File: src/vcom_uart_pkg.sv
// constants, register map and types of the virtual serial port bridge
package vcom_uart_pkg;

    ////////////////////////////////////////////////////////////////////////////
    // clock and baud figures
    localparam int          CLK_HZ       = 125000000;
    localparam int          BAUD_DEFAULT = 115200;
    localparam int          BAUD_MIN     = 9600;
    localparam int          BAUD_MAX     = 921600;
    localparam int          DIV_W        = 14;
    localparam logic [13:0] DIV_RESET    = 14'(CLK_HZ / BAUD_DEFAULT);
    localparam logic [13:0] DIV_MIN      = 14'(CLK_HZ / BAUD_MAX);
    localparam logic [13:0] DIV_MAX      = 14'(CLK_HZ / BAUD_MIN);
    localparam int          DATA_BITS    = 8;
    localparam logic [2:0]  LAST_BIT     = 3'h7;

    ////////////////////////////////////////////////////////////////////////////
    // register map, byte addresses
    localparam logic [7:0] ADDR_CTRL    = 8'h00;
    localparam logic [7:0] ADDR_DIVISOR = 8'h04;
    localparam logic [7:0] ADDR_STATUS  = 8'h08;

    // ctrl fields
    localparam int CTRL_MODE_LSB = 0;
    localparam int CTRL_MODE_MSB = 1;

    // status fields
    localparam int ST_RX_FULL   = 0;
    localparam int ST_TX_BUSY   = 1;
    localparam int ST_ENABLE    = 2;
    localparam int ST_SOCKET    = 3;
    localparam int ST_HOLD_OFF  = 4;
    localparam int ST_FRAME_ERR = 5;
    localparam int ST_OVERRUN   = 6;

    ////////////////////////////////////////////////////////////////////////////
    // types
    typedef enum logic [1:0]
    {
        HS_DISABLED = 2'h0,
        HS_RTS      = 2'h1,
        HS_CTS      = 2'h2,
        HS_RTSCTS   = 2'h3
    } handshake_t;

    localparam handshake_t MODE_RESET = HS_DISABLED;

    typedef enum { TX_IDLE, TX_START, TX_DATA, TX_STOP } tx_state_t;
    typedef enum { RX_IDLE, RX_START, RX_DATA, RX_STOP } rx_state_t;

endpackage

File: src/vcom_uart_flow_bridge.sv
// board-side serial bridge to the target with selectable rts/cts flow control
// How it works
// - after reset: 115200 baud, 8 data bits, no parity, one stop, no handshake
// - the bit divisor is clamped to the span of 9600 to 921600 baud
// - with receive handshake on, clear-to-send drops while the receive buffer is full
// - with transmit handshake on, no new character starts once request-to-send drops
// - four modes: disabled, rts drives cts, cts honours rts, rtscts both
// - with transmit handshake off, request-to-send is ignored
// - no character starts in either direction while the interface enable is low; one already being transmitted finishes
// - a connected socket path locks the usb path out of both directions
//
// Added by the designer: the register offsets and the Wishbone slave port.
module vcom_uart_flow_bridge
    import vcom_uart_pkg::*;
#(
    parameter int AW = 8
)
(
    input  wire logic          clk,
    input  wire logic          resetn,
    // classic wishbone slave
    input  wire logic          wb_cyc,
    input  wire logic          wb_stb,
    input  wire logic          wb_we,
    input  wire logic [AW-1:0] wb_adr,
    input  wire logic [3:0]    wb_sel,
    input  wire logic [31:0]   wb_dat_i,
    output logic      [31:0]   wb_dat_o,
    output logic               wb_ack,
    // target pins
    input  wire logic          target_txd,
    output logic               target_rxd,
    input  wire logic          target_rts_n,
    output logic               target_cts_n,
    output logic               target_cts_oe_n,
    input  wire logic          vcom_enable,
    // host paths
    input  wire logic          sock_connected,
    input  wire logic [7:0]    usb_in_data,
    input  wire logic          usb_in_valid,
    output logic               usb_in_ready,
    input  wire logic [7:0]    sock_in_data,
    input  wire logic          sock_in_valid,
    output logic               sock_in_ready,
    output logic      [7:0]    usb_out_data,
    output logic               usb_out_valid,
    input  wire logic          usb_out_ready,
    output logic      [7:0]    sock_out_data,
    output logic               sock_out_valid,
    input  wire logic          sock_out_ready
);

    ////////////////////////////////////////////////////////////////////////////
    // pin synchronisers
    logic [1:0] txd_sync_ff;
    logic [1:0] rts_sync_ff;
    logic [1:0] en_sync_ff;
    wire        rxd_s   = txd_sync_ff[1];
    wire        rts_n_s = rts_sync_ff[1];
    wire        en_s    = en_sync_ff[1];

    always_ff @(posedge clk)
    begin
        if (!resetn)
        begin
            txd_sync_ff <= 2'h3;
            rts_sync_ff <= 2'h3;
            en_sync_ff  <= 2'h0;
        end
        else
        begin
            txd_sync_ff <= {txd_sync_ff[0], target_txd};
            rts_sync_ff <= {rts_sync_ff[0], target_rts_n};
            en_sync_ff  <= {en_sync_ff[0], vcom_enable};
        end
    end

    ////////////////////////////////////////////////////////////////////////////
    // register file
    handshake_t  mode_ff;
    logic [13:0] div_ff;
    logic        ack_ff;
    logic [31:0] rdata_ff;
    logic        frame_err_ff;
    logic        overrun_ff;
    logic        rx_full_ff;
    logic        tx_hold_ff;
    tx_state_t   tx_state_ff;

    wire        wb_req     = wb_cyc & wb_stb & ~ack_ff;
    wire        wb_wr      = wb_req & wb_we;
    wire        sel_ctrl   = (wb_adr[7:2] == ADDR_CTRL[7:2]);
    wire        sel_div    = (wb_adr[7:2] == ADDR_DIVISOR[7:2]);
    wire        sel_status = (wb_adr[7:2] == ADDR_STATUS[7:2]);
    wire [13:0] div_wr     = {wb_sel[1] ? wb_dat_i[13:8] : div_ff[13:8], wb_sel[0] ? wb_dat_i[7:0] : div_ff[7:0]};
    // out-of-range divisors are clamped so the link never leaves the supported baud span
    wire [13:0] div_clamp  = (div_wr < DIV_MIN) ? DIV_MIN : (div_wr > DIV_MAX) ? DIV_MAX : div_wr;
    wire        drive_cts  = (mode_ff == HS_RTS) | (mode_ff == HS_RTSCTS);
    wire        honour_rts = (mode_ff == HS_CTS) | (mode_ff == HS_RTSCTS);
    wire        hold_off   = honour_rts & rts_n_s;
    wire        clr_ferr   = wb_wr & sel_status & wb_sel[0] & wb_dat_i[ST_FRAME_ERR];
    wire        clr_ovr    = wb_wr & sel_status & wb_sel[0] & wb_dat_i[ST_OVERRUN];

    wire [31:0] status_word = {25'h0, overrun_ff, frame_err_ff, hold_off, sock_connected, en_s,
                               (tx_state_ff != TX_IDLE) | tx_hold_ff, rx_full_ff};
    wire [31:0] rd_mux = sel_ctrl   ? {30'h0, mode_ff} :
                         sel_div    ? {18'h0, div_ff} :
                         sel_status ? status_word : 32'h0;

    always_ff @(posedge clk)
    begin
        if (!resetn)
        begin
            mode_ff  <= MODE_RESET;
            div_ff   <= DIV_RESET;
            ack_ff   <= 1'b0;
            rdata_ff <= 32'h0;
        end
        else
        begin
            ack_ff   <= wb_req;
            rdata_ff <= wb_req ? rd_mux : 32'h0;
            if (wb_wr & sel_ctrl & wb_sel[0])
                mode_ff <= handshake_t'(wb_dat_i[CTRL_MODE_MSB:CTRL_MODE_LSB]);
            if (wb_wr & sel_div & (wb_sel[1] | wb_sel[0]))
                div_ff <= div_clamp;
        end
    end

    assign wb_ack   = ack_ff;
    assign wb_dat_o = rdata_ff;

    ////////////////////////////////////////////////////////////////////////////
    // host to target: one holding byte, then the serialiser
    logic       usb_in_ready_ff;
    logic       sock_in_ready_ff;
    logic [7:0] tx_hold_data_ff;
    logic [7:0] tx_sh_ff;
    logic [13:0] tx_cnt_ff;
    logic [2:0] tx_bit_ff;
    logic       line_ff;

    wire usb_acc  = usb_in_valid & usb_in_ready_ff;
    wire sock_acc = sock_in_valid & sock_in_ready_ff;
    // the hold-off is only looked at between characters, so a byte in flight finishes
    wire tx_start = tx_hold_ff & (tx_state_ff == TX_IDLE) & en_s & ~hold_off;
    wire nxt_hold = usb_acc | sock_acc | (tx_hold_ff & ~tx_start);
    wire tx_bit_end = (tx_cnt_ff == div_ff - 14'h1);

    tx_state_t  nxt_tx_state;
    logic [7:0] nxt_tx_sh;
    logic [2:0] nxt_tx_bit;
    logic [13:0] nxt_tx_cnt;
    logic       nxt_line;

    always_comb
    begin
        nxt_tx_state = tx_state_ff;
        nxt_tx_sh    = tx_sh_ff;
        nxt_tx_bit   = tx_bit_ff;
        nxt_tx_cnt   = tx_bit_end ? 14'h0 : tx_cnt_ff + 14'h1;
        case (tx_state_ff)
            TX_IDLE:
            begin
                nxt_tx_cnt = 14'h0;
                if (tx_start)
                begin
                    nxt_tx_state = TX_START;
                    nxt_tx_sh    = tx_hold_data_ff;
                end
            end
            TX_START:
                if (tx_bit_end)
                begin
                    nxt_tx_state = TX_DATA;
                    nxt_tx_bit   = 3'h0;
                end
            TX_DATA:
                if (tx_bit_end)
                begin
                    nxt_tx_sh  = {1'b0, tx_sh_ff[7:1]};
                    nxt_tx_bit = tx_bit_ff + 3'h1;
                    if (tx_bit_ff == LAST_BIT)
                        nxt_tx_state = TX_STOP;
                end
            TX_STOP:
                if (tx_bit_end)
                    nxt_tx_state = TX_IDLE;
            default:
                nxt_tx_state = TX_IDLE;
        endcase
        nxt_line = (nxt_tx_state == TX_START) ? 1'b0 :
                   (nxt_tx_state == TX_DATA)  ? nxt_tx_sh[0] : 1'b1;
    end

    always_ff @(posedge clk)
    begin
        if (!resetn)
        begin
            tx_state_ff      <= TX_IDLE;
            tx_sh_ff         <= 8'h00;
            tx_bit_ff        <= 3'h0;
            tx_cnt_ff        <= 14'h0;
            line_ff          <= 1'b1;
            tx_hold_ff       <= 1'b0;
            tx_hold_data_ff  <= 8'h00;
            usb_in_ready_ff  <= 1'b0;
            sock_in_ready_ff <= 1'b0;
        end
        else
        begin
            tx_state_ff      <= nxt_tx_state;
            tx_sh_ff         <= nxt_tx_sh;
            tx_bit_ff        <= nxt_tx_bit;
            tx_cnt_ff        <= nxt_tx_cnt;
            line_ff          <= nxt_line;
            tx_hold_ff       <= nxt_hold;
            tx_hold_data_ff  <= sock_acc ? sock_in_data : usb_acc ? usb_in_data : tx_hold_data_ff;
            usb_in_ready_ff  <= ~nxt_hold & ~sock_connected;
            sock_in_ready_ff <= ~nxt_hold & sock_connected;
        end
    end

    assign target_rxd    = line_ff;
    assign usb_in_ready  = usb_in_ready_ff;
    assign sock_in_ready = sock_in_ready_ff;

    ////////////////////////////////////////////////////////////////////////////
    // target to host: deserialiser into a one-byte receive buffer
    rx_state_t   rx_state_ff;
    logic [7:0]  rx_sh_ff;
    logic [2:0]  rx_bit_ff;
    logic [13:0] rx_cnt_ff;
    logic [7:0]  rx_buf_ff;
    logic        usb_out_valid_ff;
    logic        sock_out_valid_ff;
    logic        cts_n_ff;
    logic        cts_oe_n_ff;

    wire rx_half  = (rx_cnt_ff == {1'b0, div_ff[13:1]});
    wire rx_end   = (rx_cnt_ff == div_ff - 14'h1);
    wire rx_done  = (rx_state_ff == RX_STOP) & rx_end & rxd_s & en_s;
    wire rx_ferr  = (rx_state_ff == RX_STOP) & rx_end & ~rxd_s & en_s;
    wire take     = (usb_out_valid_ff & usb_out_ready) | (sock_out_valid_ff & sock_out_ready);
    // a new byte wins over a take in the same cycle
    wire nxt_full = rx_done | (rx_full_ff & ~take);

    rx_state_t   nxt_rx_state;
    logic [7:0]  nxt_rx_sh;
    logic [2:0]  nxt_rx_bit;
    logic [13:0] nxt_rx_cnt;

    always_comb
    begin
        nxt_rx_state = rx_state_ff;
        nxt_rx_sh    = rx_sh_ff;
        nxt_rx_bit   = rx_bit_ff;
        nxt_rx_cnt   = rx_cnt_ff + 14'h1;
        case (rx_state_ff)
            RX_IDLE:
            begin
                nxt_rx_cnt = 14'h0;
                if (en_s & ~rxd_s)
                    nxt_rx_state = RX_START;
            end
            RX_START:
                if (rx_half)
                begin
                    nxt_rx_cnt   = 14'h0;
                    nxt_rx_bit   = 3'h0;
                    nxt_rx_state = rxd_s ? RX_IDLE : RX_DATA;
                end
            RX_DATA:
                if (rx_end)
                begin
                    nxt_rx_cnt = 14'h0;
                    nxt_rx_sh  = {rxd_s, rx_sh_ff[7:1]};
                    nxt_rx_bit = rx_bit_ff + 3'h1;
                    if (rx_bit_ff == LAST_BIT)
                        nxt_rx_state = RX_STOP;
                end
            RX_STOP:
                if (rx_end)
                    nxt_rx_state = RX_IDLE;
            default:
                nxt_rx_state = RX_IDLE;
        endcase
        // dropping the enable abandons a character in flight
        if (!en_s)
            nxt_rx_state = RX_IDLE;
    end

    always_ff @(posedge clk)
    begin
        if (!resetn)
        begin
            rx_state_ff       <= RX_IDLE;
            rx_sh_ff          <= 8'h00;
            rx_bit_ff         <= 3'h0;
            rx_cnt_ff         <= 14'h0;
            rx_buf_ff         <= 8'h00;
            rx_full_ff        <= 1'b0;
            usb_out_valid_ff  <= 1'b0;
            sock_out_valid_ff <= 1'b0;
            cts_n_ff          <= 1'b1;
            cts_oe_n_ff       <= 1'b1;
            frame_err_ff      <= 1'b0;
            overrun_ff        <= 1'b0;
        end
        else
        begin
            rx_state_ff       <= nxt_rx_state;
            rx_sh_ff          <= nxt_rx_sh;
            rx_bit_ff         <= nxt_rx_bit;
            rx_cnt_ff         <= nxt_rx_cnt;
            rx_buf_ff         <= rx_done ? rx_sh_ff : rx_buf_ff;
            rx_full_ff        <= nxt_full;
            usb_out_valid_ff  <= nxt_full & ~sock_connected;
            sock_out_valid_ff <= nxt_full & sock_connected;
            cts_n_ff          <= nxt_full;
            cts_oe_n_ff       <= ~drive_cts;
            frame_err_ff      <= rx_ferr | (frame_err_ff & ~clr_ferr);
            overrun_ff        <= (rx_done & rx_full_ff & ~take) | (overrun_ff & ~clr_ovr);
        end
    end

    assign usb_out_data    = rx_buf_ff;
    assign sock_out_data   = rx_buf_ff;
    assign usb_out_valid   = usb_out_valid_ff;
    assign sock_out_valid  = sock_out_valid_ff;
    assign target_cts_n    = cts_n_ff;
    assign target_cts_oe_n = cts_oe_n_ff;
endmodule

File: config.mk
export PLATFORM = sky130hd
export DESIGN_NAME = vcom_uart_flow_bridge
export DESIGN_NICKNAME = d
export VERILOG_FILES = /design/src/vcom_uart_pkg.sv /design/src/vcom_uart_flow_bridge.sv
export SDC_FILE = /design/constraint.sdc
export NUM_CORES = 1
export LEC_CHECK = 0
export ABC_CLOCK_PERIOD_IN_PS = 9060
export BUFFER_PORTS_ARGS = -buffer_cell sky130_fd_sc_hd__buf_4
export CORE_MARGIN = 4
export CORE_UTILIZATION = 53
export DETAILED_ROUTE_END_ITERATION = 12
export PLACE_DENSITY = 0.83
export SLEW_MARGIN = 25
export SYNTH_ARGS = -nofsm -noshare
export SYNTH_HDL_FRONTEND = slang
export SYNTH_SLANG_ARGS = --single-unit
File: constraint.sdc
create_clock -name clk -period 9.06 [get_ports clk]
set_input_delay 1.359 -clock clk [delete_from_list [all_inputs] [get_ports clk]]
set_output_delay 1.359 -clock clk [all_outputs]
set_load 0.05 [all_outputs]
==> impl_metrics.ini <==
[sta]
finalCritPeriodShare_pct = 42.7
slew_headroom_pct = 45.5
skew_ns = 0.00598
rsz0062_at_grt = false
setup_viol = 0
fin_setup_tns_ns = 0
hold_viol = 0
fin_crit_ns = 3.87
timing.fmax_mhz = 258
slew_violations = 0
tightest_slew_ns = 0.811
whs_ns = 0.405

[drt]
avgRoutedWirePerCell_um = 14.5
vias = 5534
vias_per_cell = 5.36
wl_um = 15000
drt_iter0_markers = 458
drtAntennaViolNets = 0
drc = 0
first_pass_iters = 6

[global_routing]
grtUsageTotal_pct = 20.6
grt_pass1_wl_um = 24200
grt_start_max_net_pins = 37
grt_pass1_vias = 5120
grt_overflow = 0
antenna_found_initial = 0

[power_and_ir_drop]
power_leakage_nw = 3.18
powerDensity_nw_per_um2 = 178
vdd_drop_max_v = 0.000126

[place]
gp_congestion = 0.884
dp_hpwl_um = 10400
portBuffers = 88

[yosys]
synth_edf_count = 0
synth_area_leaders = dfxtp_1, nor2_1, xnor2_1
synth_top_family_by_area = simple AND/OR/NAND/NOR gates
async_reset_ff_share_pct = 0
synth_seq_cells = 148
synthAdderAreaFrac_pct = 1.29
synthSimpleGateAreaFrac_pct = 23.2
synth.most_common_cell = dfxtp_1
ys.warnings.count = 0
syn_avg_cell_area_um2 = 8.92
syn_area_um2 = 6780
synth-main-ff-cell = dfxtp_1
synthTopCellsByCount = dfxtp_1, nor2_1, nand2_1, xnor2_1, nand3_1
syn_inst = 760
yosysTopAreaCell = dfxtp_1
yosysUniqueCellTypes = 66
muxShareOfSynthArea_pct = 4.47
synth_top_area_share_pct = 43.7
seq_area_frac_synth_pct = 43.7
synth_compound_area_share_pct = 11.1
synthXorXnorAreaFrac_pct = 9.53

[critical_path]
required_ns = 9.41
path_cells = buf_4 -> or4_1 -> nor3_2 -> o211a_1 -> o21a_1 -> inv_1 -> o31ai_1 -> a32oi_1 -> nor2b_1
cpMaxStageDelayCell = or4_1
slowest_delay_ns = 0.61
cp_max_fo = 9
crit_path_end_kind = register
start_kind = input port
crit_arrival_ns = 4.22
r2r.worst_path.cells = 11
critPathKind = in -> reg

[floorplan]
rows = 41
die-area_um2 = 14700
core_um2 = 12600
die_w_um = 121
die_y_um = 121
start_util_pct = 53.9
pin_count = 129

[layout]
diodes = 0
nets = 927
drive_above_1_share_pct = 15.5
syn_to_final_growth_pct = 18.3

[hold_path]
whs_path_depth = 1
hold_class = reg -> reg

[cts]
tritoncts = done
cts_setup_buffers = 0
path_clk_slew_ns = 0.06
htreeDepth = 4
cts_resized = 0
clock-sinks = 148
numCtsBuffers = 17
clockBufferDepth = 2
cts_root_buf = clkbuf_16
clk-insertion-delay-late_ns = 0.43
postCtsHoldBufs = 0

[run_status]
outcome = finished clean

[job]
maxCapViolCount = 0
## metal layers
layer / GRT usage [%] / share of wire, % / wire length (um) / up-vias
li1: - / - / - / 2741
met1: 26.4 / 43 / 6450 / 2556
met2: 33.3 / 48 / 7160 / 208
met3: 5.41 / 7.1 / 1070 / 29
met4: 8.07 / 2.0 / 298 / 0
met5: 0 / 0 / 0 / -
## final cells by class
type,instances,area [um^2]
flip-flops and latches,148,2960
repair buffers,89,668
well taps,172,215
clock inverters,12,121
clock buffers,20,457
multi-input cells,575,3540
inverters,16,60.1
fillers,1030,4550
## path summary, 6_finish.rpt
| kind | start | endpoint | slack (ns) |
|---|---|---|---|
| max | wb_adr[7] | div_ff[8]$_SDFFE_PN0P_ | 5.19 |
| max reg2reg | div_ff[0]$_SDFFE_PN1P_ | usb_out_valid$_SDFF_PN0_ | 5.31 |
| min | txd_sync_ff[0]$_SDFF_PN1_ | txd_sync_ff[1]$_SDFF_PN1_ | 0.40 |
| min reg2reg | txd_sync_ff[0]$_SDFF_PN1_ | txd_sync_ff[1]$_SDFF_PN1_ | 0.40 |
## cells in the final DEF, fill, tap and decap left out, types with 11 or more instances in the layout
cell | Yosys | final
a21oi_1 | 25 | 25
a22oi_1 | 12 | 12
and2_1 | 16 | 16
and3_1 | 13 | 13
buf_4 | 27 | 89
clkbuf_16 | 0 | 17
conb_1 | 1 | 48
dfxtp_1 | 148 | 148
inv_1 | 15 | 15
mux2i_1 | 28 | 28
nand2_1 | 62 | 62
nand3_1 | 36 | 36
nor2_1 | 93 | 93
nor4_1 | 13 | 13
o21ai_0 | 24 | 24
or3_1 | 11 | 11
xnor2_1 | 38 | 38
xor2_1 | 28 | 28
## registers in the layout (all words and copies together) (netlist names), 2 cells and up
signal,cells
tx_cnt_ff,14
rx_cnt_ff,14
sock_out_data,8
div_ff,14
txd_sync_ff,2
tx_state_ff,32
tx_bit_ff,3
tx_hold_data_ff,8
mode_ff,2
rx_state_ff,2
tx_sh_ff,8
rx_sh_ff,8
rx_bit_ff,3
en_sync_ff,2
wb_dat_o,14
rts_sync_ff,2
## where the power goes
group          internal, mW  leakage [nW]  switching (mW)
Combinational        0.0270          1.69          0.0494
Sequential            0.666          1.21         0.00826
Clock                 0.397         0.276           0.278
## critical path: cells and delay by family
kind	cells	cell delay (ns)
compound gates	4	1.34
simple gates	3	1.25
buf+inv	2	0.29
## through the flow
step	utilization (%)	setup slack [ns]	instances	total power [mW]	instance area (um^2)
final	63.8	5.19	1032	1.42	8020
after global routing	63.8	5.02	1032	1.47	8020
after CTS	63.8	5.24	1032	1.44	8020
after detailed placement	59.2	4.90	1000	0.763	7440
after global placement	59.2	4.96	1000	0.761	7440
after floorplan	-	5.39	807	0.741	6950
## cell families after synthesis
family | count (synthesis)
flops | 148
mux | 30
xor+xnor | 69
simple gates | 309
compound gates | 112
fa+ha+maj | 7
other cells | 1
buf+inv | 84
Power figures use the tool's default switching activity.
